### config.mk
export PLATFORM = sky130hd
export DESIGN_NAME = sfm_security_fault_monitor
export DESIGN_NICKNAME = d
export VERILOG_FILES = /design/src/sfm_ecc_byte.v /design/src/sfm_security_fault_monitor.v
export VERILOG_INCLUDE_DIRS = /design/src
export SDC_FILE = /design/constraint.sdc
export NUM_CORES = 1
export LEC_CHECK = 0
export ABC_CLOCK_PERIOD_IN_PS = 2800
export BUFFER_PORTS_ARGS = -buffer_cell sky130_fd_sc_hd__buf_2
export CAP_MARGIN = 10
export CORE_ASPECT_RATIO = 0.8
export CORE_MARGIN = 5
export CORE_UTILIZATION = 30
export DETAILED_ROUTE_END_ITERATION = 6
export GPL_TIMING_DRIVEN = 0
export PLACE_DENSITY = 0.47
export SLEW_MARGIN = 10
export SYNTH_ARGS = -nofsm -noshare
export SYNTH_HDL_FRONTEND = slang
export SYNTH_SLANG_ARGS = --single-unit
### constraint.sdc
create_clock -name CLK_I -period 2.8 [get_ports CLK_I]
set_input_delay 0 -clock CLK_I [delete_from_list [all_inputs] [get_ports CLK_I]]
set_output_delay 0 -clock CLK_I [all_outputs]
set_load 0.05 [all_outputs]
### src/sfm_map.vh
/*
 Register offsets, field positions, reset values and timing counts
 of the security fault monitor.
 Assumes a plain register port with word offsets and 8-bit data.
*/
`ifndef SFM_MAP_VH
`define SFM_MAP_VH

// ----------------------------------------------------------------
// Register offsets
// ----------------------------------------------------------------
`define SFM_ADDR_W 4
`define SFM_OFF_RST_CAUSE 4'h0
`define SFM_OFF_EXC_CAUSE 4'h1
`define SFM_OFF_NVM_CTRL 4'h2
`define SFM_OFF_HV_STAT 4'h3
`define SFM_OFF_SENS_CTRL 4'h4
`define SFM_OFF_SP_USR_LIM 4'h5
`define SFM_OFF_SP_SYS_LIM 4'h6
`define SFM_OFF_SP_SSM_LIM 4'h7

// ----------------------------------------------------------------
// Reset cause bits
// ----------------------------------------------------------------
`define SFM_RC_VOLT 0
`define SFM_RC_FREQ 1
`define SFM_RC_TEMP 2
`define SFM_RC_LIGHT 3
`define SFM_RC_ROMPAR 4
`define SFM_RC_POWERON 7

// ----------------------------------------------------------------
// Exception cause bits
// ----------------------------------------------------------------
`define SFM_EC_NVM_LIGHT 0
`define SFM_EC_PC 1
`define SFM_EC_SP 2
`define SFM_EC_PSW 3
`define SFM_EC_CIPHER 4
`define SFM_EC_ARITH 5
`define SFM_EC_SP_LIMIT 6

// ----------------------------------------------------------------
// Light detection select and reset values
// ----------------------------------------------------------------
`define SFM_NVM_LD_OFF 2'h0
`define SFM_NVM_LD_FN_A 2'h1
`define SFM_NVM_LD_FN_B 2'h2
`define SFM_RST_CAUSE_RV 8'h80
`define SFM_SP_LIM_RV 8'hFF

// ----------------------------------------------------------------
// Timing
// ----------------------------------------------------------------
`define SFM_CLK_MHZ 100
`define SFM_RST_PULSE_NS 160
`define SFM_RST_PULSE_CYC ((`SFM_RST_PULSE_NS * `SFM_CLK_MHZ + 999) / 1000)

`endif

### src/sfm_ecc_byte.v
/*
 Single-bit correcting decoder for one non-volatile memory byte,
 a Hamming(12,8) code word with four check bits.
 Assumes the memory stores the check bits beside every data byte.
*/
`timescale 1ns/1ps
module sfm_ecc_byte (
	// Code word in
	input wire [7:0] data_i,
	input wire [3:0] chk_i,
	// Corrected byte and error flag out
	output reg [7:0] data_o,
	output wire err_o
);
	// Data bit positions inside the 12-bit Hamming word
	wire [11:0] cw;
	wire [3:0] syn;
	assign cw = {data_i[7:4], chk_i[3], data_i[3:1], chk_i[2], data_i[0],
		chk_i[1], chk_i[0]};
	// Syndrome names the flipped position, one based
	assign syn[0] = cw[0] ^ cw[2] ^ cw[4] ^ cw[6] ^ cw[8] ^ cw[10];
	assign syn[1] = cw[1] ^ cw[2] ^ cw[5] ^ cw[6] ^ cw[9] ^ cw[10];
	assign syn[2] = cw[3] ^ cw[4] ^ cw[5] ^ cw[6] ^ cw[11];
	assign syn[3] = cw[7] ^ cw[8] ^ cw[9] ^ cw[10] ^ cw[11];
	assign err_o = |syn;

	// Flip the pointed bit; flips on check bits leave data alone
	reg [11:0] fix;
	always @* begin
		fix = cw;
		if (syn != 4'h0 && syn <= 4'hC) begin
			fix[syn - 4'h1] = ~cw[syn - 4'h1];
		end
		data_o = {fix[11:8], fix[6:4], fix[2]};
	end
endmodule

### src/sfm_security_fault_monitor.v
/*
 Security fault monitor: sensor alarms to forced reset or exception,
 cause indicators, stack limit checks, NVM byte correction, ROM parity
 and programming high voltage status.
 Assumes alarms arrive asynchronously from analog sensors, the rest
 from logic on CLK_I, and that the chip reset tree follows RESET_REQ_O.
*/
// Chosen here: the address-and-strobe port and the register addresses.
`timescale 1ns/1ps
`include "sfm_map.vh"
module sfm_security_fault_monitor (
	// Clock and reset
	input wire CLK_I,
	input wire RST_N_I,
	// Register port
	input wire [3:0] ADDR_I,
	input wire [7:0] WDATA_I,
	input wire WR_I,
	input wire RD_I,
	output reg [7:0] RDATA_O,
	// Sensor alarms, asynchronous
	input wire VOLT_ALARM_I,
	input wire FREQ_ALARM_I,
	input wire TEMP_ALARM_I,
	input wire LIGHT_ALARM_I,
	// Fault-injection detectors, same clock
	input wire PC_FAULT_I,
	input wire SP_FAULT_I,
	input wire PSW_FAULT_I,
	input wire CIPHER_FAULT_I,
	input wire ARITH_FAULT_I,
	// CPU mode and stack pointers
	input wire TEST_MODE_I,
	input wire [1:0] CPU_MODE_I,
	input wire [7:0] SP_USR_I,
	input wire [7:0] SP_SYS_I,
	input wire [7:0] SP_SSM_I,
	// NVM read path and light detectors
	input wire NVM_RD_I,
	input wire [7:0] NVM_DATA_I,
	input wire [3:0] NVM_CHK_I,
	input wire NVM_LIGHT_A_I,
	input wire NVM_LIGHT_B_I,
	// NVM write high voltage sensor
	input wire NVM_WR_BUSY_I,
	input wire HV_OK_I,
	// Mask ROM read path
	input wire ROM_RD_I,
	input wire [7:0] ROM_DATA_I,
	input wire ROM_PAR_I,
	// Outputs
	output reg RESET_REQ_O,
	output reg EXC_O,
	output reg SENS_EN_O,
	output reg [1:0] NVM_LD_SEL_O,
	output reg [7:0] NVM_RDATA_O,
	output reg NVM_RVALID_O,
	output reg NVM_CORR_O
);
	localparam MODE_USR = 2'h0;
	localparam MODE_SYS = 2'h1;
	localparam ST_RUN = 1'b0;
	localparam ST_RST = 1'b1;
	localparam integer RST_CYC_I = `SFM_RST_PULSE_CYC;
	localparam [7:0] RST_CYC = RST_CYC_I[7:0];

	// ------------------------------------------------------------
	// Alarm synchronisers
	// ------------------------------------------------------------
	// Three stages; a change counts once stages two and three agree
	wire [3:0] alarm_raw;
	reg [3:0] s1_ff;
	reg [3:0] s2_ff;
	reg [3:0] s3_ff;
	reg [3:0] alarm_ff;
	assign alarm_raw = {LIGHT_ALARM_I, TEMP_ALARM_I, FREQ_ALARM_I,
		VOLT_ALARM_I};
	genvar g;
	generate
		for (g = 0; g < 4; g = g + 1) begin : g_sync
			// Filtered level per sensor
			always @(posedge CLK_I or negedge RST_N_I) begin
				if (!RST_N_I) begin
					s1_ff[g] <= 1'b0;
					s2_ff[g] <= 1'b0;
					s3_ff[g] <= 1'b0;
					alarm_ff[g] <= 1'b0;
				end else begin
					s1_ff[g] <= alarm_raw[g];
					s2_ff[g] <= s1_ff[g];
					s3_ff[g] <= s2_ff[g];
					if (s2_ff[g] == s3_ff[g]) begin
						alarm_ff[g] <= s3_ff[g];
					end
				end
			end
		end
	endgenerate

	// ------------------------------------------------------------
	// Sensor enable and light function select
	// ------------------------------------------------------------
	// Sensors follow the mode only; the control register ignores writes
	// so a glitched store cannot turn them off.
	wire sens_en;
	assign sens_en = ~TEST_MODE_I;
	reg [1:0] nvm_ld_ff;
	reg [1:0] nxt_nvm_ld;
	always @* begin
		nxt_nvm_ld = nvm_ld_ff;
		if (WR_I && ADDR_I == `SFM_OFF_NVM_CTRL) begin
			// Unused code 3 means off, so at most one function runs
			if (WDATA_I[1:0] == `SFM_NVM_LD_FN_A ||
				WDATA_I[1:0] == `SFM_NVM_LD_FN_B) begin
				nxt_nvm_ld = WDATA_I[1:0];
			end else begin
				nxt_nvm_ld = `SFM_NVM_LD_OFF;
			end
		end
	end

	// ------------------------------------------------------------
	// Stack limit registers and checks
	// ------------------------------------------------------------
	reg [7:0] sp_lim_ff [0:2];
	wire [2:0] sp_hit;
	wire [7:0] sp_cur [0:2];
	wire [1:0] mode_idx;
	assign sp_cur[0] = SP_USR_I;
	assign sp_cur[1] = SP_SYS_I;
	assign sp_cur[2] = SP_SSM_I;
	assign mode_idx = (CPU_MODE_I == MODE_USR) ? 2'd0 :
		(CPU_MODE_I == MODE_SYS) ? 2'd1 : 2'd2;
	generate
		for (g = 0; g < 3; g = g + 1) begin : g_stack
			// One limit and comparator per privilege level
			always @(posedge CLK_I or negedge RST_N_I) begin
				if (!RST_N_I) begin
					sp_lim_ff[g] <= `SFM_SP_LIM_RV;
				end else if (WR_I &&
					ADDR_I == `SFM_OFF_SP_USR_LIM + g[3:0]) begin
					sp_lim_ff[g] <= WDATA_I;
				end
			end
			// Only the active mode's pointer can fault
			assign sp_hit[g] = (mode_idx == g[1:0]) &&
				(sp_cur[g] >= sp_lim_ff[g]);
		end
	endgenerate

	// ------------------------------------------------------------
	// Integrity checks on memory reads
	// ------------------------------------------------------------
	wire [7:0] nvm_fixed;
	wire nvm_err;
	sfm_ecc_byte u_ecc (
		.data_i(NVM_DATA_I),
		.chk_i(NVM_CHK_I),
		.data_o(nvm_fixed),
		.err_o(nvm_err)
	);
	// Odd parity over data and parity bit
	wire rom_par_err;
	assign rom_par_err = ROM_RD_I & ~(^{ROM_DATA_I, ROM_PAR_I});

	// ------------------------------------------------------------
	// Event classification, hard wired
	// ------------------------------------------------------------
	// Fixed wiring: no register bit reaches rst_src; the light select and stack limits reach exc_src
	wire [7:0] rst_src;
	wire [7:0] exc_src;
	wire nvm_light;
	assign nvm_light =
		(nvm_ld_ff == `SFM_NVM_LD_FN_A && NVM_LIGHT_A_I) ||
		(nvm_ld_ff == `SFM_NVM_LD_FN_B && NVM_LIGHT_B_I);
	assign rst_src = {3'b000, rom_par_err,
		alarm_ff & {4{sens_en}}};
	assign exc_src = {1'b0, |sp_hit, ARITH_FAULT_I, CIPHER_FAULT_I,
		PSW_FAULT_I, SP_FAULT_I, PC_FAULT_I,
		nvm_light & sens_en};

	// ------------------------------------------------------------
	// Reset sequencer
	// ------------------------------------------------------------
	// The cause survives the forced reset because this block sits on
	// RST_N_I only; RESET_REQ_O resets the rest of the chip.
	reg st_ff;
	reg nxt_st;
	reg [7:0] cnt_ff;
	reg [7:0] nxt_cnt;
	reg [7:0] rst_cause_ff;
	reg [7:0] nxt_rst_cause;
	always @* begin
		nxt_st = st_ff;
		nxt_cnt = cnt_ff;
		nxt_rst_cause = rst_cause_ff;
		case (st_ff)
			ST_RUN: begin
				if (|rst_src) begin
					nxt_st = ST_RST;
					nxt_cnt = RST_CYC;
					nxt_rst_cause = rst_src;
				end
			end
			ST_RST: begin
				// Hold while the alarm lasts, then a full pulse
				if (|rst_src) begin
					nxt_cnt = RST_CYC;
				end else if (cnt_ff == 8'h01) begin
					nxt_st = ST_RUN;
				end else begin
					nxt_cnt = cnt_ff - 8'h01;
				end
			end
			default: begin
				nxt_st = ST_RUN;
			end
		endcase
	end

	// ------------------------------------------------------------
	// Exception cause capture
	// ------------------------------------------------------------
	// New events overwrite the cause; a forced reset clears it
	reg [7:0] exc_cause_ff;
	reg [7:0] nxt_exc_cause;
	reg hv_fail_ff;
	reg hv_busy_d_ff;
	always @* begin
		nxt_exc_cause = exc_cause_ff;
		if (st_ff == ST_RST) begin
			nxt_exc_cause = 8'h00;
		end else if (|exc_src) begin
			nxt_exc_cause = exc_src;
		end
	end

	// ------------------------------------------------------------
	// State registers
	// ------------------------------------------------------------
	always @(posedge CLK_I or negedge RST_N_I) begin
		if (!RST_N_I) begin
			st_ff <= ST_RUN;
			cnt_ff <= 8'h00;
			rst_cause_ff <= `SFM_RST_CAUSE_RV;
			exc_cause_ff <= 8'h00;
			nvm_ld_ff <= `SFM_NVM_LD_OFF;
			hv_fail_ff <= 1'b0;
			RESET_REQ_O <= 1'b0;
			EXC_O <= 1'b0;
			SENS_EN_O <= 1'b0;
			NVM_LD_SEL_O <= `SFM_NVM_LD_OFF;
			NVM_RDATA_O <= 8'h00;
			NVM_RVALID_O <= 1'b0;
			NVM_CORR_O <= 1'b0;
		end else begin
			st_ff <= nxt_st;
			cnt_ff <= nxt_cnt;
			rst_cause_ff <= nxt_rst_cause;
			exc_cause_ff <= nxt_exc_cause;
			nvm_ld_ff <= (st_ff == ST_RST) ? `SFM_NVM_LD_OFF : nxt_nvm_ld;
			RESET_REQ_O <= (nxt_st == ST_RST);
			// Exception flag one cycle after each event cycle, none while st_ff is ST_RST
			EXC_O <= (|exc_src) && (st_ff == ST_RUN);
			SENS_EN_O <= sens_en;
			NVM_LD_SEL_O <= nvm_ld_ff;
			// Corrected byte, one cycle after the read strobe
			NVM_RDATA_O <= nvm_fixed;
			NVM_RVALID_O <= NVM_RD_I;
			NVM_CORR_O <= NVM_RD_I & nvm_err;
			// Sample the sensor while programming; never an event.
			// A new write sequence drops the stale result of the last one.
			if (NVM_WR_BUSY_I && !hv_busy_d_ff) begin
				hv_fail_ff <= ~HV_OK_I;
			end else if (NVM_WR_BUSY_I) begin
				hv_fail_ff <= hv_fail_ff | ~HV_OK_I;
			end
		end
	end

	// ------------------------------------------------------------
	// Register read port
	// ------------------------------------------------------------
	// Delayed busy marks the cycle in which a write sequence ends
	always @(posedge CLK_I or negedge RST_N_I) begin
		if (!RST_N_I) begin
			hv_busy_d_ff <= 1'b0;
			RDATA_O <= 8'h00;
		end else begin
			hv_busy_d_ff <= NVM_WR_BUSY_I;
			RDATA_O <= 8'h00;
			if (RD_I) begin
				case (ADDR_I)
					`SFM_OFF_RST_CAUSE: RDATA_O <= rst_cause_ff;
					`SFM_OFF_EXC_CAUSE: RDATA_O <= exc_cause_ff;
					`SFM_OFF_NVM_CTRL: RDATA_O <= {6'h00, nvm_ld_ff};
					`SFM_OFF_HV_STAT: RDATA_O <= {5'h00, NVM_WR_BUSY_I,
						hv_busy_d_ff & ~NVM_WR_BUSY_I, hv_fail_ff};
					`SFM_OFF_SENS_CTRL: RDATA_O <= {7'h00, sens_en};
					`SFM_OFF_SP_USR_LIM: RDATA_O <= sp_lim_ff[0];
					`SFM_OFF_SP_SYS_LIM: RDATA_O <= sp_lim_ff[1];
					`SFM_OFF_SP_SSM_LIM: RDATA_O <= sp_lim_ff[2];
					default: RDATA_O <= 8'h00;
				endcase
			end
		end
	end
endmodule

Word-level counts from Yosys, hierarchy flattened
Cells that the tools add are included.

cells by class
  multiplexer cells = 25
  reductions and logical operators = 30
  bitwise logic cells = 30
  $add $sub $neg = 2
  order comparisons = 6
  eq/ne operators = 21

operator list
  cell                                                                    number
  8-bit one-hot mux with 8 select lines                                   1
  8-bit 2-to-1 mux                                                        6
  8-bit >= comparator                                                     3
  1-bit XOR                                                               18
  4-bit by 3-bit equality test with 1-bit output (second input constant)  4
  8-bit one-hot mux with 2 select lines                                   1
  1-bit logical AND                                                       13
  12-bit bitwise mux                                                      1
  12-bit 2-to-1 mux                                                       1
  2-bit 2-to-1 mux                                                        5
  9-bit OR reduction                                                      1
  9-bit XOR reduction                                                     1
  2-bit by 1-bit equality test with 1-bit output (second input constant)  4
  4-bit by 2-bit equality test with 1-bit output (second input constant)  2
  8-bit by 1-bit equality test with 1-bit output (second input constant)  1
  8-bit by 1-bit subtractor with 8-bit output (second input constant)     1
  1-bit 2-to-1 mux                                                        7
  2-bit equality test (second input constant)                             3
  1-bit inverter                                                          6
  2-bit nonzero test                                                      3
  4-bit by 5-bit < comparator with 1-bit output (second input constant)   1
  5-bit OR reduction                                                      1
  1-bit AND                                                               4
  4-bit AND                                                               1
  19 further kinds                                                        25

word-level totals
  flip-flop bits (word level) = 89
  bits of input ports = 79
  logic and storage cells = 147

Longest topological paths before layout
Gate-level depths: netlist of run 1.

  depth in word-level cells = 12
  depth in mapped cells = 10

Cells and area by module
Synthesis of run 1 repeated with hierarchy kept, for this count alone.

unflattened totals
  cells, all modules = 420
  area total of the unflattened synthesis = 4,797.1 um2

modules (own cells, without submodules)
  module                      area an instance (um2)  times used  sequential area each (um2)  cells each
  sfm_security_fault_monitor  4,172.8                 1           2,233.4                     357
  sfm_ecc_byte                624.3                   1           0.0                         63

Least setup slack after synthesis of run 1
OpenSTA, ideal clock, no wires.

  kind = register -> register
  start point = register sp_lim_ff[5] (netlist bit)
  end point = register EXC_O
  data arrival time = 1.990 ns
  stages on the path, launching flop included = 8
  setup slack = 0.681 ns
  buffers on the path = 0
  setup time = 0.129 ns
  cell sequence = dfstp_2 inv_1 ha_1 and3_1 a2111oi_0 a21o_1 o21ai_1 o41a_1

on the way
  cells in the longest elaborated chain, start to end = 4

ends and longest elaborated chain
  element                           line                              text
  start: declaration                sfm_security_fault_monitor.v:125  reg [7:0] sp_lim_ff [0:2];
  start signal: indexed assignment  sfm_security_fault_monitor.v:139  sp_lim_ff[g] <= `SFM_SP_LIM_RV;
  8-bit >= comparator               sfm_security_fault_monitor.v:147  (sp_cur[g] >= sp_lim_ff[g]);
  1-bit logical AND                 sfm_security_fault_monitor.v:146  assign sp_hit[g] = (mode_idx == g[1:0]) &&
  9-bit OR reduction                sfm_security_fault_monitor.v:264  EXC_O <= (|exc_src) && (st_ff == ST_RUN);
  1-bit logical AND                 sfm_security_fault_monitor.v:264
  end signal: assignment            sfm_security_fault_monitor.v:264
  end: declaration                  sfm_security_fault_monitor.v:53   output reg EXC_O,

No other way between the ends.
A chain may end at the register's enable or synchronous reset.

Final worst setup path of run 1
  start point = input port NVM_DATA_I[6]
  end point = register NVM_RDATA_O[2]

on the way
  cells in the longest elaborated chain, start to end = 9

ends and longest elaborated chain
  element                                                                                                                                line                              text
  start: declaration                                                                                                                     sfm_security_fault_monitor.v:40   input wire [7:0] NVM_DATA_I,
  1-bit XOR (2 in a row)                                                                                                                 sfm_ecc_byte.v:24                 assign syn[3] = cw[7] ^ cw[8] ^ cw[9] ^ cw[10] ^ cw[11];
  4-bit by 1-bit subtractor with 4-bit output                                                                                            sfm_ecc_byte.v:32                 fix[syn - 4'h1] = ~cw[syn - 4'h1];
  4-bit by 5-bit < comparator with 1-bit output (not written as such) or 4-bit by 1-bit >= comparator with 1-bit output (tied branches)  sfm_ecc_byte.v:32
  1-bit logical AND (not written as such)                                                                                                sfm_ecc_byte.v:32
  1-bit 2-to-1 mux (not written as such)                                                                                                 sfm_ecc_byte.v:32
  1-bit demux with 4-bit select                                                                                                          --
  12-bit bitwise mux                                                                                                                     sfm_ecc_byte.v:32
  12-bit 2-to-1 mux *                                                                                                                    sfm_ecc_byte.v:31                 if (syn != 4'h0 && syn <= 4'hC) begin
  named net nvm_fixed[2]                                                                                                                 sfm_security_fault_monitor.v:154  wire [7:0] nvm_fixed;
  end signal: assignment                                                                                                                 sfm_security_fault_monitor.v:268  NVM_RDATA_O <= nvm_fixed;
  end: declaration                                                                                                                       sfm_security_fault_monitor.v:56   output reg [7:0] NVM_RDATA_O,

The timed path passes the listed nets; every way through them passes the cells marked *. The select of a mux whose other input is x is not followed.

==> run metrics, run 1 <==
flip-flop and latch count after synthesis=88; sequential fraction of the synthesis area=47.4%; slew at the pin closest to its max-slew limit=0.719 ns; Clock Skews=0.0112 ns; FP Rows=41; H-tree depth=3; fraction of layout instances using a drive strength above 1=28.6%; maxcap violations=0; Antenna Violating Nets Remaining=0; Tot Pwr=4.18 mW; switch share=32.8%; initial cell density of the core=30.2%; total power density per cell area=685 mW/mm2; CP cell instances=dlygate4sd3_1 > buf_2 > xnor3_2 > xnor2_2 > inv_1 > ha_1 > mux4_1 > a31oi_1; final-report setup violation count=0; post-CTS setup buffers=0; post-route setup TNS=0 ns; synthesized netlist net count=546; total via count after detailed routing=3584; Setup CP Type=in -> reg; number of vias per cell after detailed routing=4.50; leading register cell type out of synthesis=sky130_fd_sc_hd__dfrtp_1; area growth from synthesis to final layout=29.6%; CTS tree=yes; Combinational Power Share=29.6%; final setup slack of the worst path=0.143 ns; post-layout instance count excluding filler cells=796; number of enable flip-flop cells after synthesis=0; internal power consumption=2.81 mW; number of standard cells after synthesis=436; Routed WL per cell=15.0 um; slowest stage cell, crit path=sky130_fd_sc_hd__mux4_1; Filler Cells Inserted=1553; net switching power=1.37 mW; DRC Markers=0; half-perimeter wire length after placement=9.40 mm; clock slew at the register clock pins of the worst setup and hold paths=0.06 ns; capturing element type of the critical path=register; initial antenna violation count=0; Final period util=94.9%; final weighted congestion in routability-driven placement=0.867; CTS Hold Buffers Added=28; Congestion Overflow GR=0; outcome=complete, no violations; unrepaired setup endpoints after global routing=no; Critical Path RT=3.05 ns; Floorplan Core Area=0.0156 mm2; count of boundary I/O pins=102; Post-CTS Resized=0; clock group share of total power=30.4%; NumNets Final=685; total routed wirelength=11.9 mm; count of TritonRoute iterations in the first routing pass=6; GR Util All Layers=13.7%; f_max=376 MHz; total number of clock tree sinks=88; Syn Std Cell Area=0.00471 mm2; worst vdd ir=0.341 mV; full die area=0.0183 mm2; syn_area_per_cell=10.8 um2; CP Max Fanout=5; PortBufs=99; global-route wire length before repair=19.6 mm; post-placement cell count=751; leading cell types in the layout, fill and taps excluded=98 x sky130_fd_sc_hd__buf_2, 63 x sky130_fd_sc_hd__dfrtp_1, 41 x sky130_fd_sc_hd__nand2_1, 35 x sky130_fd_sc_hd__inv_1, 31 x sky130_fd_sc_hd__ha_1; final hold slack=0.0212 ns; buffer type at the clock tree root=sky130_fd_sc_hd__clkbuf_16; distinct cell type count after synthesis=60; DR iter-0 viols=189; min Tclk post-route=2.66 ns; LEAKAGE=2.81 nW; Die Y=122 um; clock latency on the worst-skew pair=0.35 ns; power share of the sequential group=40.0%; number of clock buffers inserted by TritonCTS=9; slack of the worst reg-to-reg path=0.32 ns; critical path launch point type=primary input; pre-CTS WS=0.332 ns; largest net degree at the start of global routing=62; vias in the first global route=3772; crit-path max cell delay=0.63 ns; number of max-slew violations in the final report=0; most frequent standard cell in the layout excluding fill and tap cells=sky130_fd_sc_hd__buf_2; ys async rst share=100%; width of the die=150 um; number of warnings reported in the yosys synthesis log=0; Final Hold Violating Endpoints=0; maximum number of buffers from clock root to sink=2; min-delay worst type=in -> reg; normalized max-slew margin=51.7%; CP arrival=2.91 ns
[registers in the layout (all words and copies together) (netlist names), 2 cells and up]
| register | count |
|---|---|
| NVM_RDATA_O | 8 |
| sp_lim_ff | 24 |
| s3_ff | 4 |
| s1_ff | 4 |
| NVM_LD_SEL_O | 2 |
| alarm_ff | 4 |
| cnt_ff | 8 |
| exc_cause_ff | 7 |
| RDATA_O | 8 |
| nvm_ld_ff | 2 |
| rst_cause_ff | 6 |
| s2_ff | 4 |
[power by group through the flow]
stage | clock network (mW) | logic (mW) | registers [mW]
2_1_floorplan | 0 | 0.786 | 1.75
3_3_place_gp | 0 | 1.18 | 1.69
3_5_place_dp | 0 | 1.22 | 1.69
4_1_cts | 1.32 | 1.26 | 1.67
5_1_grt | 1.37 | 1.39 | 1.70
6_report | 1.27 | 1.24 | 1.67
[per-layer routing]
layer	up-vias	share of wire (%)	global-route usage (%)
li1	1818	-	-
met1	1667	50	19.1
met2	86	43	20.9
met3	13	5.3	3.68
met4	0	1.5	4.23
met5	-	0	0
[layout make-up]
class / instances / area [um2] / area share (%)
Buffer: 11 / 48.8 / 0.799
Timing Repair Buffer: 128 / 806 / 13.2
Sequential cell: 88 / 2230 / 36.6
Clock buffer: 11 / 254 / 4.16
Tap cell: 215 / 269 / 4.41
Inverter: 37 / 139 / 2.28
Clock inverter: 5 / 61.3 / 1.00
Multi-Input combinational cell: 300 / 2290 / 37.5
Antenna cell: 1 / 2.50 / 0.0410
[stage by stage]
step,util [%],cell area (um2)
final,39.1,6100
after global routing,39.1,6100
after CTS,39.1,6100
after detailed placement,35.3,5510
after global placement,35.1,5480
after floorplan,-,4710
[cells in the mapped netlist, drive strengths merged (2+ instances only)]
library cell   n  area share, %
a22oi          4           0.64
ha            31            8.2
maj3           4           0.85
nor2          30            2.4
nor2b          6           0.80
mux2i          3           0.64
nor3b          2           0.32
a21o           5           0.80
xnor2         20            4.3
mux4           4            2.0
o211ai         2           0.32
o21ai         26            2.8
xor2           6            1.3
inv           37            2.9
and2           4           0.53
mux2          15            3.6
nand3         14            1.8
nand2         41            3.3
a211oi         5           0.80
nor4           4           0.53
a21oi         22            2.3
a31oi          6           0.80
a22o           9            1.7
o2bb2ai        6            1.1
nand3b         3           0.48
nand2b         3           0.40
dfrtp         63             33
clkbuf        10           0.80
and3           2           0.27
xnor3          5            2.4
dfstp         25             14
[kinds of logic (layout without fill, tap and decap cells)]
kind of cell / after synthesis / count (layout) / share of synthesized area, %
DFF: 88 / 88 / 47.4
other: 0 / 1 / 0
xor gates and xnor gates: 31 / 31 / 7.97
buffers and inverters: 48 / 192 / 3.98
AOI/OAI and AO/OA: 97 / 97 / 13.7
adders and majority gates: 35 / 35 / 9.08
muxes: 22 / 22 / 6.21
and+or+nand+nor: 115 / 115 / 11.6
[worst paths after layout]
kind,startpoint,end,cells after the start
min in group asynchronous,RST_N_I,cnt_ff[4],2
worst max-delay path,NVM_DATA_I[6],NVM_RDATA_O[2],8
max in group asynchronous,RST_N_I,sp_lim_ff[5],3
worst max register to register,sp_lim_ff[5],EXC_O,7
worst min register to register,s1_ff[1],s2_ff[1],0
worst min-delay path,NVM_DATA_I[1],NVM_RDATA_O[1],3
[worst max-delay path: cells and delay by family]
| kind | cells | cell delay (ns) |
|---|---|---|
| multiplexers | 1 | 0.63 |
| adder cells (fa/ha/maj) | 1 | 0.39 |
| AO/OA/AOI/OAI | 1 | 0.21 |
| XOR/XNOR | 2 | 0.86 |
| buffers and inverters | 3 | 0.81 |
Power figures use the tool's default switching activity.
==> run 2, diff against run 1 <==
CORE_ASPECT_RATIO = 1.25   (was 0.8)
==> run metrics, run 2 (same netlist as run 1, synthesis figures left out) <==
count of TritonRoute iterations in the first routing pass=4 (-2); critical path launch point type=primary input; largest net degree at the start of global routing=60 (-3.2%); f_max=373 MHz (-0.91%); post-route setup TNS=0 ns (unchanged); CTS tree=yes; DRC Markers=0 (unchanged); final setup slack of the worst path=0.119 ns (-0.0243 ns); outcome=complete, no violations; min Tclk post-route=2.68 ns (+0.0243 ns); final weighted congestion in routability-driven placement=0.789 (-9.0%); total routed wirelength=12.0 mm (+0.96%); initial cell density of the core=30.4% (+0.17 points); maximum number of buffers from clock root to sink=2 (unchanged); CP cell instances=dlygate4sd3_1 > buf_2 > xnor3_2 > xnor2_2 > inv_1 > ha_1 > mux4_1 > a31oi_1; min-delay worst type=in -> reg; width of the die=122 um (-19%); total via count after detailed routing=3677 (+2.6%); NumNets Final=686 (+0.15%); maxcap violations=0 (unchanged); final hold slack=0.0223 ns (+0.00107 ns); Most flops, register=sp_lim_ff; H-tree depth=3 (unchanged); beginning of the worst hold path=NVM_DATA_I[3]; crit-path max cell delay=0.62 ns (about the same); Critical Path RT=3.05 ns (about the same); Antenna Violating Nets Remaining=0 (unchanged); CTS Hold Buffers Added=29 (+3.6%); FP Rows=51 (+24%); buffer type at the clock tree root=sky130_fd_sc_hd__clkbuf_16; area growth from synthesis to final layout=29.0%; clock latency on the worst-skew pair=0.34 ns (about the same); leading cell types in the layout, fill and taps excluded=98 x sky130_fd_sc_hd__buf_2, 63 x sky130_fd_sc_hd__dfrtp_1, 41 x sky130_fd_sc_hd__nand2_1, 35 x sky130_fd_sc_hd__inv_1, 31 x sky130_fd_sc_hd__ha_1; count of boundary I/O pins=102 (unchanged); post-placement cell count=748 (-0.40%); initial antenna violation count=0 (unchanged); Tot Pwr=4.08 mW (-2.6%); total power density per cell area=671 mW/mm2 (-2.2%); normalized max-slew margin=48.9% (-2.8 points); slew at the pin closest to its max-slew limit=0.760 ns (+0.0410 ns); PortBufs=99 (unchanged); half-perimeter wire length after placement=9.54 mm (+1.5%); Post-CTS Resized=0 (unchanged); GR Util All Layers=13.7% (+0.023 points); post-detailed-placement cell area=0.00550 mm2 (about the same); final-report setup violation count=0 (unchanged); number of clock buffers inserted by TritonCTS=9 (unchanged); CP Max Fanout=5 (unchanged); CP arrival=2.93 ns (+0.02 ns); Clock Skews=0.00665 ns (-0.00458 ns); Final period util=95.8% (+0.87 points); max reg flops=24 (unchanged); fraction of layout instances using a drive strength above 1=28.6% (-0.049 points); number of vias per cell after detailed routing=4.64 (+3.0%); worst r2r src=sp_lim_ff[5]; total number of clock tree sinks=88 (unchanged); CP Launch Point=NVM_DATA_I[6]; fin util=39.2% (+0.047 points); worst vdd ir=0.247 mV (-28%); unrepaired setup endpoints after global routing=no; pre-CTS WS=0.269 ns (-0.0629 ns); global-route wire length before repair=19.4 mm (-0.92%); Setup CP Type=in -> reg; Floorplan Core Area=0.0155 mm2 (-0.57%); vias in the first global route=3809 (+0.98%); Final Hold Violating Endpoints=0 (unchanged); post-CTS setup buffers=0 (unchanged); slowest stage cell, crit path=sky130_fd_sc_hd__mux4_1; DR iter-0 viols=150 (-21%); post-layout instance count excluding filler cells=793 (-0.38%); Routed WL per cell=15.2 um (+1.3%); LEAKAGE=2.79 nW (-0.75%); most frequent standard cell in the layout excluding fill and tap cells=sky130_fd_sc_hd__buf_2; number of antenna repair diodes=0 (-1); capturing element type of the critical path=register; Design Area, Final=0.00608 mm2 (-0.45%); Die Y=150 um (+23%); Congestion Overflow GR=0 (unchanged); full die area=0.0183 mm2 (unchanged); number of max-slew violations in the final report=0 (unchanged); clock slew at the register clock pins of the worst setup and hold paths=0.06 ns (about the same)
## run 2: worst paths after layout
kind                                       end  slack (ns)  cells after the start
min in group asynchronous            cnt_ff[7]        0.15                      2
worst max-delay path            NVM_RDATA_O[3]        0.12                      8
max in group asynchronous         sp_lim_ff[1]        1.98                      3
worst max register to register           EXC_O        0.33                      7
worst min-delay path            NVM_RDATA_O[3]        0.02                      3
worst min register to register        s2_ff[0]        0.34                      0
## run 2: final cells by class
cell class / instances / area [um2]
Clock inverter: 5 / 41.3
Fill cell: 1563 / 9430
Clock buffer: 11 / 243
Sequential cell: 88 / 2230
Buffer: 11 / 48.8
Inverter: 37 / 139
Multi-Input combinational cell: 300 / 2290
Tap cell: 212 / 265
Timing Repair Buffer: 129 / 816
## run 2: where the power goes
group / total, mW / internal (mW) / switching [mW] / leakage [nW]
registers: 1.68 / 1.53 / 0.150 / 1.06
logic: 1.24 / 0.530 / 0.714 / 1.60
clock network: 1.15 / 0.633 / 0.520 / 0.132
total: 4.08 / 2.69 / 1.38 / 2.79
## run 2: layer usage
layer  global-route usage (%)  vias to the layer above  wire length, um
li1                         -                     1818                -
met1                     16.9                     1781             5160
met2                     24.0                       70             6330
met3                     3.08                        8              456
met4                     4.03                        0               99
met5                        0                        -                0
## run 2: worst max-delay path, delay by kind of cell
kind                     cells  cell delay, ns
multiplexers                 1            0.62
XOR/XNOR                     2            0.85
adder cells (fa/ha/maj)      1            0.41
AO/OA/AOI/OAI                1            0.24
buffers and inverters        3            0.81
